===== config.mk =====
export PLATFORM = sky130hd
export DESIGN_NAME = afecps_top
export DESIGN_NICKNAME = d
export VERILOG_FILES = /design/src/verilog/afecps_pkg.sv /design/src/verilog/afecps_top.sv
export VERILOG_INCLUDE_DIRS = /design/src /design/src/verilog
export SDC_FILE = /design/constraint.sdc
export NUM_CORES = 1
export LEC_CHECK = 0
export BUFFER_PORTS_ARGS = -buffer_cell sky130_fd_sc_hd__buf_2
export CORE_ASPECT_RATIO = 1.2
export CORE_MARGIN = 10
export CORE_UTILIZATION = 60
export DETAILED_ROUTE_END_ITERATION = 8
export PLACE_DENSITY = 0.87
export SETUP_SLACK_MARGIN = 0.2
export SLEW_MARGIN = 10
export SYNTH_ARGS = -nofsm -noshare
export SYNTH_HDL_FRONTEND = slang
export SYNTH_SLANG_ARGS = --single-unit

===== constraint.sdc =====
create_clock -name clk -period 8.7 [get_ports clk]
set_input_delay 0.87 -clock clk [delete_from_list [all_inputs] [get_ports clk]]
set_output_delay 0.87 -clock clk [all_outputs]
set_load 0.01 [all_outputs]

===== src/verilog/afecps_defines.svh =====
// register offsets, field positions and reset codes of the channel and pin select block
`ifndef AFECPS_DEFINES_SVH
`define AFECPS_DEFINES_SVH
// register byte offsets
`define AFECPS_CTRL_OFS 8'h00
`define AFECPS_CHAN_OFS 8'h04
`define AFECPS_GPO_OFS 8'h08
`define AFECPS_STAT_OFS 8'h0C
// control register fields
`define AFECPS_CTRL_SYNC_DIR 0
`define AFECPS_CTRL_SYNC_POL 1
`define AFECPS_CTRL_PIN_A_LO 2
`define AFECPS_CTRL_PIN_B_LO 4
`define AFECPS_CTRL_CNT_LO 6
`define AFECPS_CTRL_PAR_MODE 8
`define AFECPS_CTRL_RESET 32'h0000_0000
`define AFECPS_CTRL_MASK 32'h0000_01FF
// channel register fields: sampling mode bits then polarity bits
`define AFECPS_CHAN_MODE_LO 0
`define AFECPS_CHAN_POL_LO 4
`define AFECPS_CHAN_RESET 32'h0000_0000
`define AFECPS_CHAN_MASK 32'h0000_00FF
// general output register
`define AFECPS_GPO_RESET 32'h0000_0000
`define AFECPS_GPO_MASK 32'h0000_0003
// status register fields
`define AFECPS_STAT_GENERAL_INPUT_1 0
`define AFECPS_STAT_GENERAL_INPUT_3 1
`define AFECPS_STAT_TEST_A 2
`define AFECPS_STAT_TEST_B 3
`define AFECPS_STAT_SYNC 4
`define AFECPS_STAT_BUSY 5
`define AFECPS_STAT_ACT_LO 8
`define AFECPS_STAT_PEND_LO 12
// data path sizes
`define AFECPS_NUM_CH 4
`define AFECPS_SAMPLE_W 16
`endif


===== src/verilog/afecps_pkg.sv =====
// types shared by the channel and pin select block
package afecps_pkg;
    // shared pin function codes
    typedef enum logic [1:0] {
        PF_GP_IN = 2'h0,
        PF_GP_OUT = 2'h1,
        PF_TEST = 2'h2,
        PF_ALT = 2'h3
    } afecps_pin_func_t;
    // channel count codes
    typedef enum logic [1:0] {
        CC_FOUR = 2'h0,
        CC_THREE = 2'h1,
        CC_TWO = 2'h2,
        CC_RSVD = 2'h3
    } afecps_ch_count_t;
    // output sequencer states, one-hot
    typedef enum logic [2:0] {
        SQ_IDLE = 3'h1,
        SQ_LOAD = 3'h2,
        SQ_SEND = 3'h4
    } afecps_seq_state_t;
endpackage : afecps_pkg


===== src/verilog/afecps_top.sv =====
// channel and pin select logic of a four-channel sensor front end, with wishbone registers
//
// Local design decisions: the register offsets and the Wishbone interface to the registers.
`timescale 1ns/1ps
`default_nettype none
`include "afecps_defines.svh"
module afecps_top
    import afecps_pkg::*;
(
    input wire logic clk,
    input wire logic rst,
    input wire logic wb_cyc_i,
    input wire logic wb_stb_i,
    input wire logic wb_we_i,
    input wire logic [7:0] wb_adr_i,
    input wire logic [3:0] wb_sel_i,
    input wire logic [31:0] wb_dat_i,
    output logic [31:0] wb_dat_o,
    output logic wb_ack_o,
    input wire logic internal_line_sync,
    input wire logic line_sync_pin_in,
    output logic line_sync_pin_out,
    output logic line_sync_pin_oe,
    output logic line_sync_active,
    input wire logic shared_pin_a_in,
    output logic shared_pin_a_out,
    output logic shared_pin_a_oe,
    output logic shared_pin_a_pulldown,
    input wire logic serial_data_out,
    input wire logic shared_pin_b_in,
    output logic shared_pin_b_out,
    output logic shared_pin_b_oe,
    output logic shared_pin_b_pulldown,
    input wire logic storage_pulse_out,
    input wire logic reference_sample_pulse,
    input wire logic data_sample_pulse,
    input wire logic [3:0][15:0] adc_sample,
    output logic [3:0] channel_standby,
    output logic [3:0] channel_sampling_mode,
    output logic [3:0] channel_input_polarity,
    output logic parallel_mode,
    output logic [7:0] out_pins
);
    // software registers
    logic [31:0] ctrl_reg; // sync, pin functions, channel count, output mode
    logic [31:0] chan_reg; // per-channel sampling mode and polarity
    logic [31:0] gpo_reg; // general outputs 1 and 3
    logic line_sync_dir_select;
    logic line_sync_polarity;
    afecps_pin_func_t shared_pin_a_function;
    afecps_pin_func_t shared_pin_b_function;
    afecps_ch_count_t channel_count_select;
    logic general_output_1;
    logic general_output_3;
    // pin synchronisers: first stage feeds only the second
    logic [2:0] pin_meta;
    logic [2:0] pin_sync;
    // data path
    logic [15:0] ref_hold [4]; // reference sample per channel
    logic [15:0] pixel [4]; // conversion result per channel
    logic [3:0] active_mask;
    logic [3:0] pending; // channels waiting to be sent
    afecps_seq_state_t state;
    logic [1:0] cur_ch;
    logic [15:0] word;
    logic [7:0] byte_reg;
    logic hi_byte;
    logic [2:0] bit_cnt;
    logic byte_done;
    logic [3:0] pend_clr;
    logic [7:0] next_pins;
    logic wb_req;
    logic [31:0] stat_word;

    // merge written byte lanes into a register value
    function automatic logic [31:0] wb_merge(input logic [31:0] old, input logic [31:0] din,
                                            input logic [3:0] sel, input logic [31:0] mask);
        logic [31:0] res;
        res = old;
        for (int i = 0; i < 4; i++) begin
            if (sel[i]) begin
                res[i*8 +: 8] = din[i*8 +: 8];
            end
        end
        return res & mask;
    endfunction : wb_merge

    // active channels for a channel count code
    function automatic logic [3:0] count_to_mask(input afecps_ch_count_t code);
        logic [3:0] m;
        m = 4'hF;
        unique case (code)
            CC_FOUR: m = 4'hF;
            CC_THREE: m = 4'h7;
            CC_TWO: m = 4'h5;
            CC_RSVD: m = 4'hF; // reserved code keeps all inputs running
        endcase
        return m;
    endfunction : count_to_mask

    // pixel value: difference in double sampling, data alone in single, sign by polarity
    function automatic logic [15:0] pixel_calc(input logic [15:0] dat, input logic [15:0] rf,
                                               input logic sh, input logic pol);
        logic [15:0] base;
        logic [15:0] diff;
        base = sh ? 16'h0000 : rf;
        diff = pol ? 16'(base - dat) : 16'(dat - base);
        return diff;
    endfunction : pixel_calc

    // register fields
    assign line_sync_dir_select = ctrl_reg[`AFECPS_CTRL_SYNC_DIR];
    assign line_sync_polarity = ctrl_reg[`AFECPS_CTRL_SYNC_POL];
    assign shared_pin_a_function = afecps_pin_func_t'(ctrl_reg[`AFECPS_CTRL_PIN_A_LO +: 2]);
    assign shared_pin_b_function = afecps_pin_func_t'(ctrl_reg[`AFECPS_CTRL_PIN_B_LO +: 2]);
    assign channel_count_select = afecps_ch_count_t'(ctrl_reg[`AFECPS_CTRL_CNT_LO +: 2]);
    assign parallel_mode = ctrl_reg[`AFECPS_CTRL_PAR_MODE];
    assign channel_sampling_mode = chan_reg[`AFECPS_CHAN_MODE_LO +: 4];
    assign channel_input_polarity = chan_reg[`AFECPS_CHAN_POL_LO +: 4];
    assign general_output_1 = gpo_reg[0];
    assign general_output_3 = gpo_reg[1];
    assign active_mask = count_to_mask(channel_count_select);
    assign channel_standby = ~active_mask;

    // bus request seen while ack is low; ack answers one edge later
    assign wb_req = wb_cyc_i && wb_stb_i && !wb_ack_o;

    // ack generation, dropped the cycle after it was given
    always_ff @(posedge clk or posedge rst) begin
        if (rst) begin
            wb_ack_o <= 1'b0;
        end else begin
            wb_ack_o <= wb_req;
        end
    end

    // register writes take effect at the request edge; unmapped writes are dropped
    always_ff @(posedge clk or posedge rst) begin
        if (rst) begin
            ctrl_reg <= `AFECPS_CTRL_RESET;
            chan_reg <= `AFECPS_CHAN_RESET;
            gpo_reg <= `AFECPS_GPO_RESET;
        end else if (wb_req && wb_we_i) begin
            if (wb_adr_i == `AFECPS_CTRL_OFS) begin
                ctrl_reg <= wb_merge(ctrl_reg, wb_dat_i, wb_sel_i, `AFECPS_CTRL_MASK);
            end
            if (wb_adr_i == `AFECPS_CHAN_OFS) begin
                chan_reg <= wb_merge(chan_reg, wb_dat_i, wb_sel_i, `AFECPS_CHAN_MASK);
            end
            if (wb_adr_i == `AFECPS_GPO_OFS) begin
                gpo_reg <= wb_merge(gpo_reg, wb_dat_i, wb_sel_i, `AFECPS_GPO_MASK);
            end
        end
    end

    // status word built from live pin and sequencer state
    always_comb begin
        stat_word = 32'h0000_0000;
        stat_word[`AFECPS_STAT_GENERAL_INPUT_1] = (shared_pin_a_function == PF_GP_IN) && pin_sync[1];
        stat_word[`AFECPS_STAT_GENERAL_INPUT_3] = (shared_pin_b_function == PF_GP_IN) && pin_sync[2];
        stat_word[`AFECPS_STAT_TEST_A] = (shared_pin_a_function == PF_TEST) && pin_sync[1];
        stat_word[`AFECPS_STAT_TEST_B] = (shared_pin_b_function == PF_TEST) && pin_sync[2];
        stat_word[`AFECPS_STAT_SYNC] = line_sync_active;
        stat_word[`AFECPS_STAT_BUSY] = (state != SQ_IDLE);
        stat_word[`AFECPS_STAT_ACT_LO +: 4] = active_mask;
        stat_word[`AFECPS_STAT_PEND_LO +: 4] = pending;
    end

    // read data registered with the ack; unmapped reads return zero
    always_ff @(posedge clk or posedge rst) begin
        if (rst) begin
            wb_dat_o <= 32'h0000_0000;
        end else if (wb_req && !wb_we_i) begin
            unique case (wb_adr_i)
                `AFECPS_CTRL_OFS: wb_dat_o <= ctrl_reg;
                `AFECPS_CHAN_OFS: wb_dat_o <= chan_reg;
                `AFECPS_GPO_OFS: wb_dat_o <= gpo_reg;
                `AFECPS_STAT_OFS: wb_dat_o <= stat_word;
                default: wb_dat_o <= 32'h0000_0000;
            endcase
        end
    end

    // two-flop synchronisers for the three pin inputs
    always_ff @(posedge clk or posedge rst) begin
        if (rst) begin
            pin_meta <= 3'h0;
            pin_sync <= 3'h0;
        end else begin
            pin_meta <= {shared_pin_b_in, shared_pin_a_in, line_sync_pin_in};
            pin_sync <= pin_meta;
        end
    end

    // line-sync pin: drive internal sync by default, else take external sync
    assign line_sync_pin_oe = !line_sync_dir_select;
    assign line_sync_pin_out = line_sync_dir_select ? 1'b0 : internal_line_sync;
    // external level inverted when polarity is set; internal sync used when driving
    assign line_sync_active = line_sync_dir_select ? (pin_sync[0] ^ line_sync_polarity)
                                                   : internal_line_sync;

    // shared pin a: pull-down only while it is a general input
    always_comb begin
        shared_pin_a_out = 1'b0;
        shared_pin_a_oe = 1'b0;
        shared_pin_a_pulldown = 1'b0;
        unique case (shared_pin_a_function)
            PF_GP_IN: shared_pin_a_pulldown = 1'b1;
            PF_GP_OUT: begin
                shared_pin_a_oe = 1'b1;
                shared_pin_a_out = general_output_1;
            end
            PF_TEST: shared_pin_a_oe = 1'b0; // test input, read back only
            PF_ALT: begin
                shared_pin_a_oe = 1'b1;
                shared_pin_a_out = serial_data_out;
            end
        endcase
    end

    // shared pin b: same scheme, alternate function is the storage pulse
    always_comb begin
        shared_pin_b_out = 1'b0;
        shared_pin_b_oe = 1'b0;
        shared_pin_b_pulldown = 1'b0;
        unique case (shared_pin_b_function)
            PF_GP_IN: shared_pin_b_pulldown = 1'b1;
            PF_GP_OUT: begin
                shared_pin_b_oe = 1'b1;
                shared_pin_b_out = general_output_3;
            end
            PF_TEST: shared_pin_b_oe = 1'b0;
            PF_ALT: begin
                shared_pin_b_oe = 1'b1;
                shared_pin_b_out = storage_pulse_out;
            end
        endcase
    end

    // sampling: reference on its pulse (double sampling only), result on the data pulse;
    // a reference pulse landing with the data pulse is the software's fault; it still loads ref_hold and that pixel uses the previous reference
    always_ff @(posedge clk or posedge rst) begin
        if (rst) begin
            for (int c = 0; c < 4; c++) begin
                ref_hold[c] <= 16'h0000;
                pixel[c] <= 16'h0000;
            end
        end else begin
            for (int c = 0; c < 4; c++) begin
                if (reference_sample_pulse && !channel_sampling_mode[c]) begin
                    ref_hold[c] <= adc_sample[c];
                end
                if (data_sample_pulse) begin
                    pixel[c] <= pixel_calc(adc_sample[c], ref_hold[c],
                                           channel_sampling_mode[c], channel_input_polarity[c]);
                end
            end
        end
    end

    // a byte ends after one cycle in parallel mode or eight bits in serial mode
    assign byte_done = parallel_mode || (bit_cnt == 3'h7);

    // lowest pending channel is cleared when it is loaded
    always_comb begin
        pend_clr = 4'h0;
        if (state == SQ_LOAD) begin
            pend_clr[cur_ch] = 1'b1;
        end
    end

    // pending set on each data pulse for active channels only; set beats clear
    always_ff @(posedge clk or posedge rst) begin
        if (rst) begin
            pending <= 4'h0;
        end else begin
            pending <= (pending & ~pend_clr) | (data_sample_pulse ? active_mask : 4'h0);
        end
    end

    // output sequencer: each active pixel leaves as high byte then low byte
    always_ff @(posedge clk or posedge rst) begin
        if (rst) begin
            state <= SQ_IDLE;
            cur_ch <= 2'h0;
            word <= 16'h0000;
            byte_reg <= 8'h00;
            hi_byte <= 1'b0;
            bit_cnt <= 3'h0;
        end else begin
            unique case (state)
                SQ_IDLE: begin
                    if (pending != 4'h0) begin
                        state <= SQ_LOAD;
                        cur_ch <= pending[0] ? 2'h0 : pending[1] ? 2'h1 : pending[2] ? 2'h2 : 2'h3;
                    end
                end
                SQ_LOAD: begin
                    word <= pixel[cur_ch];
                    byte_reg <= pixel[cur_ch][15:8];
                    hi_byte <= 1'b1;
                    bit_cnt <= 3'h0;
                    state <= SQ_SEND;
                end
                SQ_SEND: begin
                    if (byte_done) begin
                        bit_cnt <= 3'h0;
                        if (hi_byte) begin
                            hi_byte <= 1'b0;
                            byte_reg <= word[7:0];
                        end else begin
                            state <= SQ_IDLE;
                        end
                    end else begin
                        bit_cnt <= 3'(bit_cnt + 3'h1);
                        byte_reg <= {byte_reg[6:0], 1'b0}; // serial mode shifts msb first
                    end
                end
            endcase
        end
    end

    // pin map: parallel puts the byte on bits 0-7; serial drives lane pairs, clock pair on 6/7
    always_comb begin
        next_pins = 8'h00;
        if (state == SQ_SEND) begin
            if (parallel_mode) begin
                next_pins = byte_reg;
            end else begin
                next_pins[1:0] = {~byte_reg[7], byte_reg[7]}; // lane a: data bit
                next_pins[3:2] = {~(bit_cnt == 3'h0), (bit_cnt == 3'h0)}; // lane b: byte start
                next_pins[5:4] = {~(hi_byte && bit_cnt == 3'h0), hi_byte && bit_cnt == 3'h0}; // lane c
                next_pins[7:6] = {bit_cnt[0], ~bit_cnt[0]};
            end
        end else if (!parallel_mode) begin
            next_pins = 8'hAA; // idle differential: positive low, negative high
        end
    end

    // output pins come from flops, one cycle behind the sequencer
    always_ff @(posedge clk or posedge rst) begin
        if (rst) begin
            out_pins <= 8'h00;
        end else begin
            out_pins <= next_pins;
        end
    end

    a_sync_drive: assert property (@(posedge clk) disable iff (rst)
        !line_sync_dir_select |-> line_sync_pin_oe && line_sync_pin_out == internal_line_sync)
        else $error("line sync not driven from internal sync");
    a_sync_input: assert property (@(posedge clk) disable iff (rst)
        line_sync_dir_select && $past(line_sync_dir_select, 2) && $past(line_sync_polarity, 2)
            == line_sync_polarity |-> !line_sync_pin_oe
            && line_sync_active == ($past(line_sync_pin_in, 2) ^ line_sync_polarity))
        else $error("external line sync level wrong");
    a_pin_a_map: assert property (@(posedge clk) disable iff (rst)
        (shared_pin_a_function == PF_GP_OUT |-> shared_pin_a_oe && shared_pin_a_out == general_output_1)
        and (shared_pin_a_function == PF_GP_IN |-> !shared_pin_a_oe && shared_pin_a_pulldown))
        else $error("shared pin a function wrong");
    a_pin_b_map: assert property (@(posedge clk) disable iff (rst)
        shared_pin_b_function == PF_ALT |-> shared_pin_b_oe && shared_pin_b_out == storage_pulse_out
            && !shared_pin_b_pulldown)
        else $error("shared pin b storage pulse wrong");
    a_standby_map: assert property (@(posedge clk) disable iff (rst)
        channel_count_select == CC_TWO |-> channel_standby == 4'hA)
        else $error("two-channel standby map wrong");
    a_cds_diff: assert property (@(posedge clk) disable iff (rst)
        data_sample_pulse && !channel_sampling_mode[0] && !channel_input_polarity[0]
            |=> pixel[0] == 16'($past(adc_sample[0][15:0]) - $past(ref_hold[0])))
        else $error("double sampling result not data minus reference");
    a_sh_single: assert property (@(posedge clk) disable iff (rst)
        reference_sample_pulse && channel_sampling_mode[1] |=> $stable(ref_hold[1]))
        else $error("reference sampled in single mode");
    a_seq_active: assert property (@(posedge clk) disable iff (rst)
        data_sample_pulse && channel_count_select == CC_THREE |=> !pending[3] || $past(pending[3]))
        else $error("standby channel queued for output");
    a_par_bytes: assert property (@(posedge clk) disable iff (rst)
        state == SQ_SEND && parallel_mode |=> out_pins == $past(byte_reg))
        else $error("parallel byte not on data pins");
endmodule : afecps_top
`default_nettype wire

==> flow_metrics.tcl <==
set metrics [dict create \
    status "completed" \
    cts_num_sinks 207 \
    grt_max_degree 140 \
    hold_viol 0 \
    post_cts_buffers 0 \
    cts_hold_buf 0 \
    crit_cells 10 \
    r2r_setup_slack_ns 5.41 \
    power_mw 3.43 \
    portBuffers 140 \
    stdcell_count 2082 \
    cp_max_fo 21 \
    routed_via_density 6.01 \
    utilization_pct 67.6 \
    area_growth_pct 10.5 \
    cp.required_ns 9.10 \
    max_stage_delay_ns 0.83 \
    synth-async-reset-ratio_pct 100 \
    grt_pass1_wl_um 63700 \
    reg2reg_depth 10 \
    period_minus_slack_ns 3.29 \
    first_global_vias 12900 \
    crit_end "pixel[42]" \
    wl_met1_um 15100 \
    synth_edf_count 0 \
    place_ws_ns 5.46 \
    start_kind "flop" \
    antenna_left 0 \
    synth_area_um2 15200 \
    synth_flop_cell "dfrtp_1" \
    ir_worst_vdd_mv 0.161 \
    vias 12500 \
    htreeDepth 1 \
    slew_violations 0 \
    critical_path_class "flop to flop" \
    ys_warn_count 0 \
    met2_length_um 20300 \
    initial_core_util_pct 61.1 \
    nets 2012 \
    wirelength_um 39100 \
    cts_buffers 23 \
    fin_crit_sh_pct 37.8 \
    avgSynthCellArea_um2 9.24 \
    drtIter0Drc 956 \
    tritoncts "yes" \
    post-dp-hpwl_um 29300 \
    fp.dieW_um 165 \
    leakagePower_nw 7.80 \
    fmax_mhz 304 \
    end_kind "flop" \
    crit_path_top_delay_cell "dfrtp_1" \
    critPathBufInv 1 \
    critical_path_arrival_ns 3.68 \
    setup_tns_ns 0 \
    worstPathCellList "nand2b_1, inv_1, fa_1, nand3b_1, a31o_1, nor2b_1, mux2_4, o31ai_2, xor2_1, mux2_2" \
    cts_max_path_buffers 3 \
    synthCells 1643 \
    setup_violations 0 \
    cts-resized-gates 0 \
    rows 63 \
    die_area_um2 32100 \
    ioPinCount 184 \
    wl_per_cell_um 18.8 \
    clock_latency_ns 0.52 \
    gr-usage-all-layers_pct 23.9 \
    worst_pin_slew_ns 1.09 \
    yosysSeqAreaShare_pct 34.1 \
    r2r-start "chan_reg[1]" \
    layout_setup_ws_ns 5.41 \
    powerDensity_nw_per_um2 204 \
    slew_headroom_pct 27.1 \
    drc 0 \
    skew_ns 0.0138 \
    grt-ovfl-total 0 \
    core-area_um2 24800 \
    reg.largest.list "pixel (64), ref_hold (64), wb_dat_o (16)" \
    clk_pin_slew_ns 0.06 \
    first_pass_iters 7 \
    ys_types 77 \
    rsz0062_at_grt "no" \
    setup.worst_path.start "chan_reg[1]" \
    ys_ff_latch 207 \
    gp_congestion 0.916 \
    hp-class "flop to flop" \
    die_h_um 194 \
    wl_met3_um 2520 \
    antenna_found_initial 4 \
    highest_layer "met5" \
    cap_violations 0 \
    reg2reg_to "pixel[42]" \
    drive_above_1_share_pct 19.0 \
    fill_cells 1922 \
    dpl.cell_count 2039 \
    root_buffer "clkbuf_16" \
    crit_family "flip-flops" \
]
[metal layers]
metal	vias to the layer above	global-route usage [%]
met5	-	0
met4	2	8.55
met3	84	3.57
met2	442	42.6
met1	6094	28.1
li1	5900	-
[cell usage in the layout, fill, tap and decap left out, drive strengths merged, types with 19 or more instances in the layout]
cell and n:
o21ai 103, mux2i 24, a211oi 20, nor3 23
xnor2 35, xor2 23, o211ai 19, nor2b 24
nand2b 67, nand2 101, dfrtp 206, inv 142
clkbuf 27, nor2 120, a21oi 161, buf 150
ha 144, mux2 116
[cells by family after synthesis]
family / share of synthesized area (%)
AND/OR/NAND/NOR: 13.9
AO/OA/AOI/OAI: 16.6
buffers and inverters: 6.50
flip-flops: 34.1
multiplexers: 12.6
adder cells (fa/ha/maj): 12.9
XOR/XNOR: 3.35
other: 0.0247
[power breakdown]
group | total, mW | switching, mW | internal (mW)
registers | 1.30 | 0.143 | 1.15
clock network | 1.03 | 0.409 | 0.624
logic | 1.10 | 0.628 | 0.470
total | 3.43 | 1.18 | 2.25
[how the worst min path moves through the flow]
stage	endpoint	start	depth (start not counted)
2_1_floorplan	pin_sync[0]	pin_meta[0]	0
3_3_place_gp	pin_sync[2]	pin_meta[2]	0
3_5_place_dp	pin_sync[1]	pin_meta[1]	0
4_1_cts	pin_sync[1]	pin_meta[1]	0
5_1_grt	pin_sync[1]	pin_meta[1]	0
6_report	pin_sync[1]	pin_meta[1]	0
[worst register-to-register path, cell delays in order, from the launching register on]
cell and delay [ns]:
dfrtp_1 0.83, nand2b_1 0.28, inv_1 0.12, fa_1 0.43, nand3b_1 0.20, a31o_1 0.26, nor2b_1 0.14, mux2_4 0.27
o31ai_2 0.27, xor2_1 0.10, mux2_2 0.27
[synth_stat cells (10+ instances only)]
cell	count	area, µm²
mux2i_1	24	240
nor2b_1	24	150
xnor2_1	35	307
nor3_1	23	115
o21a_1	13	97.6
clkbuf_1	49	184
nand2b_1	67	419
buf_2	21	105
xor2_1	23	201
nor2_1	119	447
nand3_1	18	90.1
inv_1	138	518
a21oi_1	161	806
o211ai_1	19	143
ha_1	144	1800
dfrtp_1	206	5150
mux4_2	16	360
buf_4	20	150
a211oi_1	19	143
nand3b_1	15	113
nand4_1	14	87.6
o21ai_0	101	505
o31ai_1	12	90.1
nand2_1	101	379
nor3b_1	10	75.1
o22ai_1	10	62.6
a21o_1	10	75.1
mux2_2	115	1290
[through the flow]
stage	hold slack (ns)	cell area, µm²
after floorplan	0.331	15200
after global placement	0.333	16000
after detailed placement	0.337	16000
after CTS	0.351	16800
after global routing	0.354	16800
final	0.349	16800
[cell type report]
type / count / area, µm² / share of cell area (%)
timing repair buffer: 150 / 778 / 4.64
tap: 325 / 407 / 2.42
clock buffer: 27 / 611 / 3.64
clock inverter: 13 / 186 / 1.11
sequential: 207 / 5180 / 30.9
inverter: 140 / 533 / 3.18
antenna: 3 / 7.51 / 0.0447
multi-input combinational: 1217 / 9070 / 54.1
No activity file was read; power rests on OpenSTA's default activity.
